### src/hdl/cwd_pkg.sv
package cwd_pkg;
   // ***************************************************
   // Configuration word map
   // ***************************************************
   localparam int WORD_W = 14;
   localparam logic [13:0] CFG_WORD_ADDR = 14'h2007;
   localparam logic [13:0] CFG_ERASED = 14'h3fff;
   localparam logic [13:0] CFG_UNIMPL_MASK = 14'h3fa0;
   localparam int BIT_BROWNOUT = 6;
   localparam int BIT_CODEPROT = 4;
   localparam int BIT_TIMER_N = 3;
   localparam int BIT_WDOG = 2;
   localparam int BIT_OSC_HI = 1;
   localparam int BIT_OSC_LO = 0;
   // ***************************************************
   // AXI4-Lite register offsets (byte addresses)
   // ***************************************************
   localparam logic [15:0] OFS_CFG_WORD = 16'h2007 << 2;
   localparam logic [15:0] OFS_STATUS = 16'h0000;
   localparam logic [1:0] RESP_OKAY = 2'h0;
   localparam logic [1:0] RESP_SLVERR = 2'h2;

   typedef enum logic [1:0]
   {
      CWD_OSC_LOW_PWR = 2'b00,
      CWD_OSC_CRYSTAL = 2'b01,
      CWD_OSC_HI_SPEED = 2'b10,
      CWD_OSC_RES_CAP = 2'b11
   } cwd_osc_mode_t;

   typedef struct packed
   {
      logic brownout_reset_enable_cfg;
      logic code_protect_cfg;
      logic powerup_timer_enable_n;
      logic watchdog_enable_cfg;
      cwd_osc_mode_t osc_mode;
   } cwd_settings_t;

   typedef struct packed
   {
      logic wr;
      logic [13:0] addr;
      logic [13:0] data;
   } cwd_prog_req_t;
endpackage

### src/hdl/cwd_nvm_cell.sv
`timescale 1ns/1ps
// Non-volatile word model: programming only clears bits, erase sets all.
module cwd_nvm_cell
(
   input wire logic ref_clk_i,
   input wire logic nrst_i,
   input wire logic prog_i,
   input wire logic erase_i,
   input wire logic [13:0] data_i,
   output logic [13:0] word_o
);
   logic [13:0] word;
   wire logic [13:0] next_word = erase_i ? cwd_pkg::CFG_ERASED
      : (prog_i ? (word & data_i) : word);

   // Content survives reset in silicon; here reset means erased state
   always_ff @(posedge ref_clk_i or negedge nrst_i)
   begin
      if (!nrst_i)
         word <= cwd_pkg::CFG_ERASED;
      else
         word <= next_word;
   end

   // Unimplemented positions are forced high on the read path
   assign word_o = word | cwd_pkg::CFG_UNIMPL_MASK;
endmodule

### src/hdl/cwd_decode.sv
`timescale 1ns/1ps
module cwd_decode
(
   input wire logic [13:0] word_i,
   output cwd_pkg::cwd_settings_t settings_o
);
   // Bit 4 and bit 3 are active low in the word
   assign settings_o.brownout_reset_enable_cfg =
      word_i[cwd_pkg::BIT_BROWNOUT];
   assign settings_o.code_protect_cfg =
      ~word_i[cwd_pkg::BIT_CODEPROT];
   assign settings_o.powerup_timer_enable_n =
      word_i[cwd_pkg::BIT_TIMER_N];
   assign settings_o.watchdog_enable_cfg =
      word_i[cwd_pkg::BIT_WDOG];
   assign settings_o.osc_mode = cwd_pkg::cwd_osc_mode_t'(
      word_i[cwd_pkg::BIT_OSC_HI:cwd_pkg::BIT_OSC_LO]);
endmodule

### src/hdl/cwd_config_word_decoder.sv
`timescale 1ns/1ps
// Summary of operation
// - Programmed bit reads zero, unprogrammed reads one
// - Word lives at program address 2007h
// - Programmer port access only in programming mode; AXI reads any time
// - Erased word reads 3FFFh
// - Bits 13-7 and 5 read one
// - Bits 1-0 select oscillator mode
module cwd_config_word_decoder
(
   input wire logic ref_clk_i,
   input wire logic nrst_i,
   // Programmer port, already synchronous to ref_clk_i except the mode pin
   input wire logic prog_mode_i,
   input wire logic prog_valid_i,
   input wire logic prog_erase_i,
   input wire cwd_pkg::cwd_prog_req_t prog_req_i,
   output logic [13:0] prog_rdata_o,
   // Settings used by the rest of the chip
   output logic brownout_reset_enable_cfg_o,
   output logic code_protect_cfg_o,
   output logic powerup_timer_enable_n_o,
   output logic watchdog_enable_cfg_o,
   output logic [1:0] osc_mode_o,
   output logic low_power_crystal_mode_o,
   output logic crystal_resonator_mode_o,
   output logic high_speed_crystal_mode_o,
   output logic resistor_capacitor_osc_mode_o,
   // AXI4-Lite slave, read-only view
   input wire logic [15:0] s_axi_awaddr,
   input wire logic s_axi_awvalid,
   output logic s_axi_awready,
   input wire logic [31:0] s_axi_wdata,
   input wire logic [3:0] s_axi_wstrb,
   input wire logic s_axi_wvalid,
   output logic s_axi_wready,
   output logic [1:0] s_axi_bresp,
   output logic s_axi_bvalid,
   input wire logic s_axi_bready,
   input wire logic [15:0] s_axi_araddr,
   input wire logic s_axi_arvalid,
   output logic s_axi_arready,
   output logic [31:0] s_axi_rdata,
   output logic [1:0] s_axi_rresp,
   output logic s_axi_rvalid,
   input wire logic s_axi_rready
);
   // ***************************************************
   // Programmer access
   // ***************************************************
   logic [13:0] word;
   cwd_pkg::cwd_settings_t live;
   cwd_pkg::cwd_settings_t latched;
   logic [1:0] mode_sync;

   // Programming mode pin crosses in through two flops
   always_ff @(posedge ref_clk_i or negedge nrst_i)
   begin
      if (!nrst_i)
         mode_sync <= 2'h0;
      else
         mode_sync <= {mode_sync[0], prog_mode_i};
   end

   wire logic in_prog = mode_sync[1];
   wire logic addr_hit = prog_req_i.addr == cwd_pkg::CFG_WORD_ADDR;
   wire logic wr_ok = in_prog & prog_valid_i & prog_req_i.wr
      & addr_hit;
   wire logic erase_ok = in_prog & prog_valid_i & prog_erase_i;
   wire logic [13:0] next_prog_rdata = (in_prog & addr_hit) ? word
      : 14'h0000;

   cwd_nvm_cell u_cell
   (
      .ref_clk_i(ref_clk_i),
      .nrst_i(nrst_i),
      .prog_i(wr_ok),
      .erase_i(erase_ok),
      .data_i(prog_req_i.data),
      .word_o(word)
   );

   cwd_decode u_dec
   (
      .word_i(word),
      .settings_o(live)
   );

   // ***************************************************
   // Settings latch
   // ***************************************************
   // Settings freeze while in programming mode so a half-written word
   // never reaches the oscillator or reset logic
   always_ff @(posedge ref_clk_i or negedge nrst_i)
   begin
      if (!nrst_i)
      begin
         latched <= '{1'b1, 1'b0, 1'b1, 1'b1,
            cwd_pkg::CWD_OSC_RES_CAP};
         prog_rdata_o <= 14'h0000;
      end
      else
      begin
         if (!in_prog)
            latched <= live;
         prog_rdata_o <= next_prog_rdata;
      end
   end

   always_ff @(posedge ref_clk_i or negedge nrst_i)
   begin
      if (!nrst_i)
      begin
         brownout_reset_enable_cfg_o <= 1'b1;
         code_protect_cfg_o <= 1'b0;
         powerup_timer_enable_n_o <= 1'b1;
         watchdog_enable_cfg_o <= 1'b1;
         osc_mode_o <= 2'h3;
         low_power_crystal_mode_o <= 1'b0;
         crystal_resonator_mode_o <= 1'b0;
         high_speed_crystal_mode_o <= 1'b0;
         resistor_capacitor_osc_mode_o <= 1'b1;
      end
      else
      begin
         brownout_reset_enable_cfg_o <= latched.brownout_reset_enable_cfg;
         code_protect_cfg_o <= latched.code_protect_cfg;
         powerup_timer_enable_n_o <= latched.powerup_timer_enable_n;
         watchdog_enable_cfg_o <= latched.watchdog_enable_cfg;
         osc_mode_o <= latched.osc_mode;
         low_power_crystal_mode_o <=
            latched.osc_mode == cwd_pkg::CWD_OSC_LOW_PWR;
         crystal_resonator_mode_o <=
            latched.osc_mode == cwd_pkg::CWD_OSC_CRYSTAL;
         high_speed_crystal_mode_o <=
            latched.osc_mode == cwd_pkg::CWD_OSC_HI_SPEED;
         resistor_capacitor_osc_mode_o <=
            latched.osc_mode == cwd_pkg::CWD_OSC_RES_CAP;
      end
   end

   // ***************************************************
   // AXI4-Lite slave
   // ***************************************************
   // Writes are refused: the running program may not alter the word
   logic aw_held;
   logic w_held;
   // No new write is taken while a response is still pending
   wire logic wr_both = (aw_held | s_axi_awvalid) & (w_held | s_axi_wvalid)
      & ~s_axi_bvalid;
   wire logic next_bvalid = s_axi_bvalid ? ~s_axi_bready
      : (wr_both & ~s_axi_bvalid);
   wire logic rd_take = s_axi_arvalid & s_axi_arready;
   wire logic rd_cfg = s_axi_araddr == cwd_pkg::OFS_CFG_WORD;
   wire logic rd_stat = s_axi_araddr == cwd_pkg::OFS_STATUS;
   wire logic [31:0] next_rdata = rd_cfg ? {18'h00000, word}
      : (rd_stat ? {31'h00000000, in_prog} : 32'h00000000);
   wire logic [1:0] next_rresp = (rd_cfg | rd_stat) ? cwd_pkg::RESP_OKAY
      : cwd_pkg::RESP_SLVERR;

   always_ff @(posedge ref_clk_i or negedge nrst_i)
   begin
      if (!nrst_i)
      begin
         aw_held <= 1'b0;
         w_held <= 1'b0;
         s_axi_bvalid <= 1'b0;
         s_axi_bresp <= 2'h0;
      end
      else
      begin
         aw_held <= wr_both ? 1'b0 : (aw_held | s_axi_awvalid);
         w_held <= wr_both ? 1'b0 : (w_held | s_axi_wvalid);
         s_axi_bvalid <= next_bvalid;
         if (wr_both)
            s_axi_bresp <= cwd_pkg::RESP_SLVERR;
      end
   end

   assign s_axi_awready = ~aw_held & ~s_axi_bvalid;
   assign s_axi_wready = ~w_held & ~s_axi_bvalid;

   always_ff @(posedge ref_clk_i or negedge nrst_i)
   begin
      if (!nrst_i)
      begin
         s_axi_rvalid <= 1'b0;
         s_axi_rdata <= 32'h00000000;
         s_axi_rresp <= 2'h0;
      end
      else if (rd_take)
      begin
         s_axi_rvalid <= 1'b1;
         s_axi_rdata <= next_rdata;
         s_axi_rresp <= next_rresp;
      end
      else if (s_axi_rready)
         s_axi_rvalid <= 1'b0;
   end

   assign s_axi_arready = ~s_axi_rvalid;

   // ***************************************************
   // Checks
   // ***************************************************
   unimpl_ones_a: assert property (
      @(posedge ref_clk_i) disable iff (!nrst_i)
      prog_rdata_o == 14'h0000 || (prog_rdata_o & cwd_pkg::CFG_UNIMPL_MASK)
         == cwd_pkg::CFG_UNIMPL_MASK)
      else $error("Unimplemented word bit reads zero");

   run_no_write_a: assert property (
      @(posedge ref_clk_i) disable iff (!nrst_i)
      !in_prog |=> $stable(word))
      else $error("Word changed outside programming mode");

   prog_clears_a: assert property (
      @(posedge ref_clk_i) disable iff (!nrst_i)
      wr_ok && !erase_ok |=> (word & ~$past(prog_req_i.data)
         & ~cwd_pkg::CFG_UNIMPL_MASK) == 14'h0000)
      else $error("Programmed bit did not read zero");

   erase_ones_a: assert property (
      @(posedge ref_clk_i) disable iff (!nrst_i)
      erase_ok |=> word == cwd_pkg::CFG_ERASED)
      else $error("Erased word not all ones");

   addr_gate_a: assert property (
      @(posedge ref_clk_i) disable iff (!nrst_i)
      in_prog && !addr_hit |=> prog_rdata_o == 14'h0000)
      else $error("Read answered at wrong address");

   osc_map_a: assert property (
      @(posedge ref_clk_i) disable iff (!nrst_i)
      !in_prog ##2 1 |-> osc_mode_o == $past(word[1:0], 2))
      else $error("Oscillator mode differs from word bits");

   protect_map_a: assert property (
      @(posedge ref_clk_i) disable iff (!nrst_i)
      !in_prog ##2 1 |-> code_protect_cfg_o == !$past(word[4], 2)
         && watchdog_enable_cfg_o == $past(word[2], 2))
      else $error("Protect or watchdog decode wrong");

   axi_wr_err_a: assert property (
      @(posedge ref_clk_i) disable iff (!nrst_i)
      s_axi_bvalid |-> s_axi_bresp == cwd_pkg::RESP_SLVERR)
      else $error("Bus write not refused");
endmodule

### config.mk
export PLATFORM = sky130hd
export DESIGN_NAME = cwd_config_word_decoder
export DESIGN_NICKNAME = d
export VERILOG_FILES = /design/src/hdl/cwd_pkg.sv /design/src/hdl/cwd_nvm_cell.sv /design/src/hdl/cwd_decode.sv /design/src/hdl/cwd_config_word_decoder.sv
export SDC_FILE = /design/constraint.sdc
export NUM_CORES = 1
export LEC_CHECK = 0
export BUFFER_PORTS_ARGS = -buffer_cell sky130_fd_sc_hd__buf_2
export CORE_MARGIN = 4
export CORE_UTILIZATION = 30
export CTS_BUF_LIST = sky130_fd_sc_hd__clkbuf_16
export DETAILED_ROUTE_END_ITERATION = 10
export PLACE_DENSITY = 0.72
export SETUP_SLACK_MARGIN = 0.15
export SYNTH_ARGS = -nofsm -noshare
export SYNTH_HDL_FRONTEND = slang
export SYNTH_SLANG_ARGS = --single-unit
### constraint.sdc
create_clock -name ref_clk_i -period 2.5 [get_ports ref_clk_i]
set_input_delay 0.5 -clock ref_clk_i [delete_from_list [all_inputs] [get_ports ref_clk_i]]
set_output_delay 0.5 -clock ref_clk_i [all_outputs]
set_load 0.01 [all_outputs]
== Word level (Yosys, flattened, before mapping) ==
Cells that the tools add are included.
Storage, ports and cells
  bits in registers: 85
  bits in latches: 0
  memory bits (writable): 0
  memory bits (read-only): 0
  word-level logic and storage cells: 65
  memories: 0
Operators by class
  add/subtract/negate cells: 0
  multiply operators: 0
  divide/modulo/power cells: 0
  order comparisons: 0
  equal/unequal tests: 5
  shift operators: 0
  multiplexer cells: 11
  bitwise gates (word level): 21
  reductions and logical operators: 4
Operators with widths (number)
  2-to-1 mux 14 bit: 4
  equality test 16 bit (second input constant): 1
  zero test 16 bit: 1
  AND 14 bit: 1
  equality test 14 bit (second input constant): 1
  AND 1 bit: 11
  2-to-1 mux 1 bit: 6
  inverter 1 bit: 6
  equality test 2 bit (second input constant): 2
  nonzero test 2 bit: 2
  OR 1 bit: 3
  equality test 2 x 1 -> 1 bit (second input constant): 1
  zero test 2 bit: 1
  2-to-1 mux 2 bit: 1

== Logic depth before layout (Yosys ltp) ==
Gate-level depths: netlist of run 1.
  depth in word-level cells: 5
  mapped depth: 5
  depth with buffers taken out: 3

== By module ==
Synthesis of run 1 repeated with hierarchy kept, for this count alone.
Second synthesis, totals
  cell total of the unflattened synthesis: 225
  area, all modules: 2573.7 µm²
Modules (own cells, without submodules)
  cwd_config_word_decoder: instances 1, cells each 192, area an instance 2228.4 µm², seq. area each 1315.0 µm²
  cwd_nvm_cell: instances 1, cells each 27, area an instance 304.0 µm², seq. area each 157.7 µm²
  cwd_decode: instances 1, cells each 6, area an instance 41.3 µm², seq. area each 0.0 µm²

== Worst setup path before layout of run 1 ==
Ideal clock, no wire load.
  path type: in2reg
  start point: input port s_axi_araddr[7]
  end point: register s_axi_rresp[1]
  library setup time: 0.122 ns
  arrival: 1.182 ns
  setup slack: 1.197 ns
  cell stages on the path: 3
  cell sequence: nor4_1 -> nand4_1 -> o22a_1
On the way
  cells in the longest elaborated chain, start to end: 3
  elaborated cells between the ends (all ways): 4
RTL lines
  from (decl): line cwd_config_word_decoder.sv:40  | input wire logic [15:0] s_axi_araddr,
  equality test 16 bit / zero test 16 bit (equally long branches): line cwd_config_word_decoder.sv:154, cwd_config_word_decoder.sv:155
  OR 1 bit *: line cwd_config_word_decoder.sv:158  | wire logic [1:0] next_rresp = (rd_cfg | rd_stat) ? cwd_pkg::RESP_OKAY
  2-to-1 mux 2 bit *: line cwd_config_word_decoder.sv:158
  to (signal assigned): line cwd_config_word_decoder.sv:195  | s_axi_rresp <= next_rresp;
  to (decl): line cwd_config_word_decoder.sv:44  | output logic [1:0] s_axi_rresp,
Mark *: on every way between the ends. The rest lies on a longest branch, timed or not.
A chain may end at the register's enable or synchronous reset.

== Worst setup path in the final report of run 1 ==
  start point: register s_axi_bvalid
  end point: output port s_axi_wready
On the way
  cells in the longest elaborated chain, start to end: 2
RTL lines
  from (decl): line cwd_config_word_decoder.sv:38  | output logic s_axi_bvalid,
  from (signal assigned): line cwd_config_word_decoder.sv:174  | s_axi_bvalid <= next_bvalid;
  inverter 1 bit: line cwd_config_word_decoder.sv:181  | assign s_axi_wready = ~w_held & ~s_axi_bvalid;
  AND 1 bit: line cwd_config_word_decoder.sv:181
  to (decl): line cwd_config_word_decoder.sv:36  | output logic s_axi_wready,
Every way passes these cells.

==> results of run 1 <==
## power breakdown
part | switching (mW) | internal [mW] | total [mW]
clock | 0.239 | 0.359 | 0.598
combinational | 0.0974 | 0.0739 | 0.171
sequential | 0.0313 | 0.744 | 0.776
total | 0.367 | 1.18 | 1.54
## per-stage QoR
stage	cells	utilization (%)	total power, mW	hold WS, ns	worst slack [ns]
floorplan	189	-	0.893	0.204	1.20
global placement	316	37.0	0.954	0.332	0.901
detailed placement	316	37.0	0.961	0.335	0.863
CTS	324	39.3	1.57	0.318	1.04
global route	324	39.3	1.62	0.315	0.987
finish	324	39.3	1.54	0.324	1.05
## layer usage
| metal | vias to the layer above | track usage (%) | share of wire, % |
|---|---|---|---|
| met5 | - | 0 | 0.32 |
| met1 | 644 | 12.1 | 39 |
| li1 | 669 | - | - |
| met4 | 2 | 3.35 | 1.0 |
| met3 | 6 | 3.67 | 9.5 |
| met2 | 68 | 17.2 | 50 |
## layout make-up
| type | count | area share [%] |
|---|---|---|
| Clock buffer | 5 | 5.26 |
| Clock inverter | 3 | 0.473 |
| Inverter | 2 | 0.315 |
| Multi-Input combinational cell | 104 | 23.7 |
| Sequential cell | 44 | 47.2 |
| Tap cell | 75 | 3.94 |
| Timing Repair Buffer | 91 | 19.1 |
## flip-flops by register name, indices dropped and copies added, names as in the netlist
signal / flops
watchdog_enable_cfg_o: 1
osc_mode_o: 2
code_protect_cfg_o: 1
powerup_timer_enable_n_o: 1
s_axi_rdata: 7
brownout_reset_enable_cfg_o: 1
low_power_crystal_mode_o: 1
w_held: 1
latched: 6
high_speed_crystal_mode_o: 1
aw_held: 1
s_axi_bresp: 1
resistor_capacitor_osc_mode_o: 1
prog_rdata_o: 7
s_axi_rvalid: 1
mode_sync: 2
u_cell.word: 6
s_axi_bvalid: 1
crystal_resonator_mode_o: 1
s_axi_rresp: 1
## logic make-up after synthesis
logic type,Yosys count,share of synthesized area (%)
flops,44,58.7
compound gates,19,5.50
buf+inv,41,15.5
other cells,1,0.196
mux,6,3.47
simple gates,59,16.6
## cells in the final DEF, fill, tap and decap left out, types with 3 or more instances in the layout
cell       instances
conb_1            20
buf_2             91
and2_1             7
nor2b_1            3
nor2_1            16
a21oi_1            6
mux2_2             5
inv_1              4
clkbuf_16          5
dfrtp_1           27
o21ai_0            9
nand2_1           13
nor4_1             5
nor3b_1            6
dfstp_2           17
## worst paths after layout
| kind | endpoint | slack (ns) |
|---|---|---|
| worst max register to register | prog_rdata_o[2] | 1.15 |
| worst max-delay path | s_axi_wready | 1.05 |
| min in group asynchronous | aw_held | 0.37 |
| max in group asynchronous | s_axi_rdata[2] | 1.55 |
| worst min register to register | mode_sync[1] | 0.35 |
| worst min-delay path | mode_sync[0] | 0.32 |
## critical path, stage by stage (launching register included)
cell	delay, ns
dfrtp_1	0.44
nor2_1	0.11
buf_2	0.13
==> results by group, run 1 <==
Min path
  • Min-delay src: prog_mode_i
  • Hold crit path type: in -> reg
  • Worst hold stages: 1

Synth
  • Syn Inst Count: 170
  • Most frequent cell after synthesis: buf_4
  • Post-synth ARST share: 100%
  • Synthesized cell area: 1910 um2
  • Register area share after synthesis: 58.7%
  • Yosys reg bits: 44
  • Top post-synthesis cells by count: buf_4, dfrtp_1, dfstp_2
  • Top post-synthesis cells by area: dfrtp_1, dfstp_2, buf_4, nor2_1, mux2_2
  • Number of flops mapped to enable cells by yosys: 0
  • Post-synth top area cell: dfrtp_1
  • Yosys top cell area share: roughly 35%
  • Synth unique cells: 30
  • Yosys warnings: 0
  • Syn_area_per_cell: about 11 um2
  • Main synth FF type: dfrtp_1

Floorplanning
  • Core ar.: 6060 um2
  • I/O pin count: between 150 and 200
  • Starting Density: 31.5%
  • Row count: 28
  • Die Wd: 87.8 um
  • Die H: 87.8 um
  • Die ar.: 7710 um2

Worst setup path
  • WP data arrival: 0.95 ns
  • Startpoint Class: flip-flop
  • Kind of end point of the critical path: primary output
  • Setup crit start: s_axi_bvalid
  • Worst reg2reg startpoint: mode_sync[1]
  • Critical Path RT: approximately 2 ns
  • Reg2reg path depth: 3
  • Crit Path Class: reg -> out
  • Crit path max fanout: 7

Routing
  • Iter 0 DRT Violations: 35
  • DRC viols: 0
  • Via density: 4.29
  • Final WL: around 4000 um
  • Antenna-violating nets left: 0
  • Drt wl/cell: 12.6 um
  • DRT Pass-1 Iters: 4
  • Total number of vias: roughly 1400

STA
  • Worst Max-Slew Pin Slew: 0.941 ns
  • Worst rel slew slack: ~37%
  • Final setup fails: 0
  • Slew Viols, Final: 0
  • Worst Skew: 0.00370 ns
  • Fin. Hold Viols: 0
  • Final Cycle Share: between 50% and 60%
  • Max Fclk: 690 MHz
  • Unrepaired setup endpoints after global routing: no
  • Final Critical Period: 1.45 ns
  • Total negative setup slack: 0 ns

Run status
  • Status: completed

Final layout
  • Antenna diodes: 0
  • Area of the multi-input gates: 564 um2
  • Synthesis-to-finish area growth: 24.5%
  • Final net count: between 300 and 400
  • FILL cells: between 600 and 700
  • FF/Latch Area: 1120 um2
  • Share of layout cells above drive strength 1: 47.8%
  • Fin area: around 2400 um2

Clock network
  • CTS tree: done
  • Setup repair bufs after CTS: 0
  • H-tree Lvls: 2
  • # hold bufs at CTS: 0
  • TritonCTS Buffers: 5
  • Clock sinks: 44
  • Clock latency on the worst-skew pair: 0.28 ns
  • Root Driver: clkbuf_16
  • Clock-pin slew on the worst setup and hold paths: around 0.060 ns
  • Maximum clock path buffer count: 2
  • Post-CTS sizing: 0

Global route
  • First-pass GRT wire length: 6050 um
  • Largest net degree at the start of global routing: 45
  • Antenna violations before repair: 1
  • GRT Residual Overflow: 0
  • Tot GR Track Use: roughly 10%
  • Vias in the first global route: 1248

Placement
  • Placed inst area: 2240 um2
  • IO Port Bufs: 91
  • GPL Wtd Cong: 0.742
  • Post-detail-place hpwl: between 3000 and 4000 um

Flow run
  • Max_cap viols: 0

Power and ir drop
  • LEAKAGE: 1.22 nW
  • Worst vdd ir: just under 0.5 mV
  • PD cells: 649 nW/um2
(Power assumes the default switching activity.)
==> inputs of run 2 (changes only) <==
Clock period 2.5 ns to 1.4 ns, I/O delays scaled along.
==> results by group, run 2 (synthesis gave the netlist of run 1 again) <==
Run status
  • Status: completed

Floorplanning
  • Core ar.: 6060 um2 (unchanged)
  • Starting Density: 31.5% (unchanged)
  • Die Wd: 87.8 um (unchanged)
  • Row count: 28 (unchanged)
  • Die H: 87.8 um (unchanged)
  • I/O pin count: 172 (unchanged)
  • Die ar.: 7710 um2 (unchanged)

Global route
  • Antenna violations before repair: 0 (-1)
  • GRT Residual Overflow: 0 (unchanged)
  • Tot GR Track Use: 11.2% (+1.0 points)
  • Vias in the first global route: 1340 (+7.4%)
  • Largest net degree at the start of global routing: 45 (unchanged)
  • First-pass GRT wire length: 6440 um (+6.4%)

Worst setup path
  • Critical Path RT: 1.12 ns (-0.88 ns)
  • Crit path max fanout: 5 (-2)
  • WP data arrival: 0.95 ns (about the same)
  • Crit Path Class: reg -> out
  • Kind of end point of the critical path: primary output
  • Startpoint Class: flip-flop

STA
  • Max Fclk: 816 MHz
  • Fin. Hold Viols: 0 (unchanged)
  • Slew Viols, Final: 0 (unchanged)
  • Final Cycle Share: 87.6%
  • Unrepaired setup endpoints after global routing: yes
  • Total negative setup slack: 0 ns (unchanged)
  • Worst Skew: 0.00603 ns (+0.00234 ns)
  • Final Critical Period: 1.23 ns
  • Final setup fails: 0 (unchanged)
  • Final WS setup: 0.174 ns (-0.877 ns)

Flow run
  • Max_cap viols: 0 (unchanged)

Min path
  • Hold crit path type: in -> reg

Routing
  • Drt wl/cell: 13.0 um (+3.9%)
  • Iter 0 DRT Violations: 52 (+49%)
  • Final WL: 4320 um (+6.1%)
  • DRC viols: 0 (unchanged)
  • Via density: 4.29 (+0.14%)
  • Total number of vias: 1421 (+2.3%)
  • Antenna-violating nets left: 0 (unchanged)
  • DRT Pass-1 Iters: 4 (unchanged)

Clock network
  • Clock sinks: 44 (unchanged)
  • Clock latency on the worst-skew pair: 0.28 ns (about the same)
  • CTS tree: done
  • Clock-pin slew on the worst setup and hold paths: 0.06 ns (about the same)
  • Root Driver: clkbuf_16
  • Maximum clock path buffer count: 2 (unchanged)
  • TritonCTS Buffers: 5 (unchanged)
  • H-tree Lvls: 2 (unchanged)

Placement
  • Post-detail-place hpwl: 3260 um (+2.1%)
  • IO Port Bufs: 91 (unchanged)
  • GPL Wtd Cong: 0.727 (-2.0%)
  • Setup WS pre-CTS: 0.107 ns (-0.756 ns)

Final layout
  • Antenna diodes: 0 (unchanged)
  • Most common cell after layout, fill and taps aside: buf_2
  • Share of layout cells above drive strength 1: 51.6% (+3.8 points)
  • Most frequent cells in the layout: buf_2, dfrtp_1, conb_1
  • Synthesis-to-finish area growth: 31.4%
  • Final net count: 362 (+2.0%)
  • Top Registers: prog_rdata_o x7, s_axi_rdata x7

Power and ir drop
  • Worst vdd ir: 1.15 mV (+130%)
  • LEAKAGE: 1.27 nW (+4.6%)
  • PD cells: 1290 nW/um2 (+98%)
run 2: per-stage QoR:
stage / instance area (um2) / hold slack [ns] / instances / power (mW) / util [%]
3_3_place_gp: 2290 / 0.272 / 320 / 1.71 / 37.7
2_1_floorplan: 1980 / -0.0156 / 189 / 1.59 / -
3_5_place_dp: 2290 / 0.279 / 320 / 1.73 / 37.7
4_1_cts: 2490 / 0.0945 / 330 / 3.24 / 41.1
6_report: 2510 / 0.0980 / 331 / 3.23 / 41.5
5_1_grt: 2510 / 0.0862 / 331 / 3.39 / 41.5
run 2: what timing repair did:
action | in CTS | in global routing
pin swaps | 0 | 2
setup endpoints to repair | 2 | 22
gates cloned | 0 | 0
hold buffers | 1 | 0
setup buffers | 1 | 1
resized for setup | 1 | 8
endpoints found under the hold margin | 27 | 0
run 2: worst max-delay path, cell delays in order (launching register included):
cell     delay, ns
dfrtp_2       0.43
nor2_2        0.10
buf_2         0.13
run 2: path summary, 6_finish.rpt:
check,startpoint,endpoint,slack [ns],cells past startpoint
max in group asynchronous,nrst_i,u_cell.word[2],0.62,3
min reg2reg,mode_sync[0],mode_sync[1],0.35,0
min in group asynchronous,nrst_i,prog_rdata_o[4],0.50,3
max,s_axi_bvalid,s_axi_wready,0.17,2
max reg2reg,mode_sync[1],prog_rdata_o[3],0.23,3
min,prog_mode_i,mode_sync[0],0.1,1
run 2: power breakdown:
part / switching, mW / leakage, nW / internal (mW)
registers: 0.0536 / 0.529 / 1.33
clock network: 0.457 / 0.0952 / 1.01
logic: 0.198 / 0.650 / 0.176
run 2: area by class of cell:
cell class                 instances  area (um2)
tap                               75        93.8
sequential                        44        1130
fill                             588        3550
clock inverter                     3        63.8
clock buffer                       5         125
inverter                           2        7.51
timing repair buffer              98         527
multi-input combinational        104         569
run 2: per-layer routing:
layer	wire length (um)	global-route usage, %
met1	1680	12.0
met2	2140	19.7
met3	412	2.45
met4	90	7.53
met5	0	0
==> inputs of run 3 (changes only) <==
Settings changed: CORE_ASPECT_RATIO set to 1.25.
==> results by group, run 3 (synthesis gave the netlist of run 1 again) <==
Run status
  • Status: completed

Global route
  • Largest net degree at the start of global routing: 29 (-36%)
  • Met1 usage: 12.5% (+0.42 points)
  • Tot GR Track Use: 11.0% (-0.25 points)
  • Met3 usage: 4.45% (+2.0 points)
  • GRT Residual Overflow: 0 (unchanged)
  • M2 GR Usage: 18.3% (-1.4 points)
  • Vias in the first global route: 1371 (+2.3%)
  • First-pass GRT wire length: 6590 um (+2.4%)
  • Antenna violations before repair: 0 (unchanged)
  • Top Usage Layer GRT: met2

Power and ir drop
  • Clk pwr share: 38.2% (-7.4 points)
  • Sw Ratio: 24.0% (+2.1 points)
  • Worst vdd ir: 0.434 mV (-62%)
  • Reg power frac: 49.2% (+6.3 points)
  • PD cells: 1150 nW/um2 (-11%)
  • Net Switching: 676 uW (-4.6%)
  • LEAKAGE: 1.24 nW (-2.7%)
  • Internal power: 2.14 mW (-15%)
  • Logic gate share of total power: 12.6% (+1.0 points)

Flow run
  • Max_cap viols: 0 (unchanged)

Placement
  • Placed inst area: 2290 um2 (+0.22%)
  • IO Port Bufs: 91 (unchanged)
  • Placed Cells: 329 (+2.8%)
  • GPL Wtd Cong: 0.823 (+13%)
  • Post-detail-place hpwl: 3270 um (+0.25%)

Final layout
  • Share of layout cells above drive strength 1: 50.0% (-1.6 points)
  • Most common cell after layout, fill and taps aside: buf_2
  • Most frequent cells in the layout: buf_2, dfrtp_1, conb_1
  • Top Registers: prog_rdata_o x7, s_axi_rdata x7
  • Non-Filler Instances: 339 (+2.4%)
  • Antenna diodes: 0 (unchanged)
  • Synthesis-to-finish area growth: 28.4%
  • Fin area: 2450 um2 (-2.3%)
  • Final net count: 360 (-0.55%)

Worst setup path
  • Worst path bufs/invs: 1 (unchanged)
  • Critical Path, Cell by Cell: nor2_1 > buf_2
  • CP delay by family, top: flip-flops
  • Crit Path Class: reg -> out
  • Startpoint Class: flip-flop
  • Slowest Stage Delay on Critical Path: 0.43 ns (about the same)
  • WP data arrival: 0.95 ns (about the same)
  • Crit path max fanout: 5 (unchanged)
  • Critical Path RT: 1.12 ns (about the same)
  • Kind of end point of the critical path: primary output
  • Crit-path slowest cell: dfrtp_2

Clock network
  • Clock sinks: 44 (unchanged)
  • Clock latency on the worst-skew pair: 0.28 ns (about the same)
  • CTS tree: done
  • H-tree Lvls: 2 (unchanged)
  • Root Driver: clkbuf_16
  • Maximum clock path buffer count: 2 (unchanged)
  • TritonCTS Buffers: 5 (unchanged)
  • Clock-pin slew on the worst setup and hold paths: 0.06 ns (about the same)

STA
  • Fin. Hold Viols: 0 (unchanged)
  • Hold slack: 0.105 ns (+0.00684 ns)
  • Final Critical Period: 1.23 ns (+0.00645 ns)
  • Max Fclk: 811 MHz (-0.52%)
  • Total negative setup slack: 0 ns (unchanged)
  • Final setup fails: 0 (unchanged)
  • Final Cycle Share: 88.0% (+0.46 points)
  • Slew Viols, Final: 0 (unchanged)
  • Worst Skew: 0.00512 ns (-0.000913 ns)
  • Unrepaired setup endpoints after global routing: yes

Floorplanning
  • Row count: 32 (+14%)
  • Core ar.: 6170 um2 (+1.7%)
  • I/O pin count: 172 (unchanged)
  • Starting Density: 31.0% (-0.54 points)
  • Die Wd: 79.4 um (-9.6%)
  • Die ar.: 7720 um2 (about the same)
  • Die H: 97.3 um (+11%)

Routing
  • DRT Pass-1 Iters: 3 (-1)
  • DRC viols: 0 (unchanged)
  • Antenna-violating nets left: 0 (unchanged)
  • Final WL: 4120 um (-4.7%)
  • Via density: 4.00 (-6.8%)
  • Drt wl/cell: 12.1 um (-6.9%)
  • Iter 0 DRT Violations: 37 (-29%)
  • Total number of vias: 1357 (-4.5%)

Min path
  • Hold crit path type: in -> reg
-- run 3: cell count changes in the layout (fill, tap and decap cells not counted) --
cell / before / now
clkinv_1: 0 / 1
dfrtp_1: 24 / 26
buf_4: 4 / 3
dfrtp_2: 3 / 1
bufinv_16: 2 / 0
o21ai_0: 6 / 9
clkinvlp_4: 0 / 1
buf_6: 1 / 0
o21ai_1: 3 / 0
-- run 3: power groups by stage --
stage          Clock [mW]  Combinational [mW]  Sequential, mW
4_1_cts              1.11               0.355            1.38
3_3_place_gp            0               0.312            1.40
2_1_floorplan           0               0.191            1.40
5_1_grt              1.15               0.397            1.40
3_5_place_dp            0               0.325            1.41
6_report             1.08               0.353            1.39
-- run 3: layer usage --
metal / vias up / part of all wire [%]
met3: 6 / 10
met5: - / 0
met4: 0 / 1.5
li1: 677 / -
met1: 615 / 37
met2: 59 / 51
-- run 3: timing repair --
action | CTS | global route
gates cloned | 0 | 0
hold buffers | 1 | 0
setup endpoints to repair | 2 | 3
gates resized for setup | 1 | 2
buffers inserted | 1 | 0
hold endpoints to repair | 11 | 0
-- run 3: path summary, 6_finish.rpt --
check	from	to	slack, ns	depth (start not counted)
min reg2reg	mode_sync[0]	mode_sync[1]	0.36	0
max in group asynchronous	nrst_i	latched[3]	0.40	3
max reg2reg	s_axi_rvalid	s_axi_rdata[2]	0.28	4
max	s_axi_bvalid	s_axi_wready	0.17	2
min	prog_mode_i	mode_sync[0]	0.10	1
min in group asynchronous	nrst_i	low_power_crystal_mode_o	0.45	2
-- run 3: cell type report --
class / count / area, um2
fill: 649 / 3710
sequential: 44 / 1120
multi-input combinational: 104 / 569
timing repair buffer: 96 / 508
clock buffer: 5 / 125
tap: 85 / 106
clock inverter: 3 / 15.0
inverter: 2 / 7.51
-- run 3: per-stage QoR --
step | worst slack (ns) | utilization [%] | power (mW)
after floorplan | 0.184 | - | 1.59
after global placement | 0.157 | 37.2 | 1.71
after detailed placement | 0.108 | 37.2 | 1.73
after CTS | 0.161 | 39.7 | 2.84
after global routing | 0.132 | 39.8 | 2.95
final | 0.167 | 39.8 | 2.82
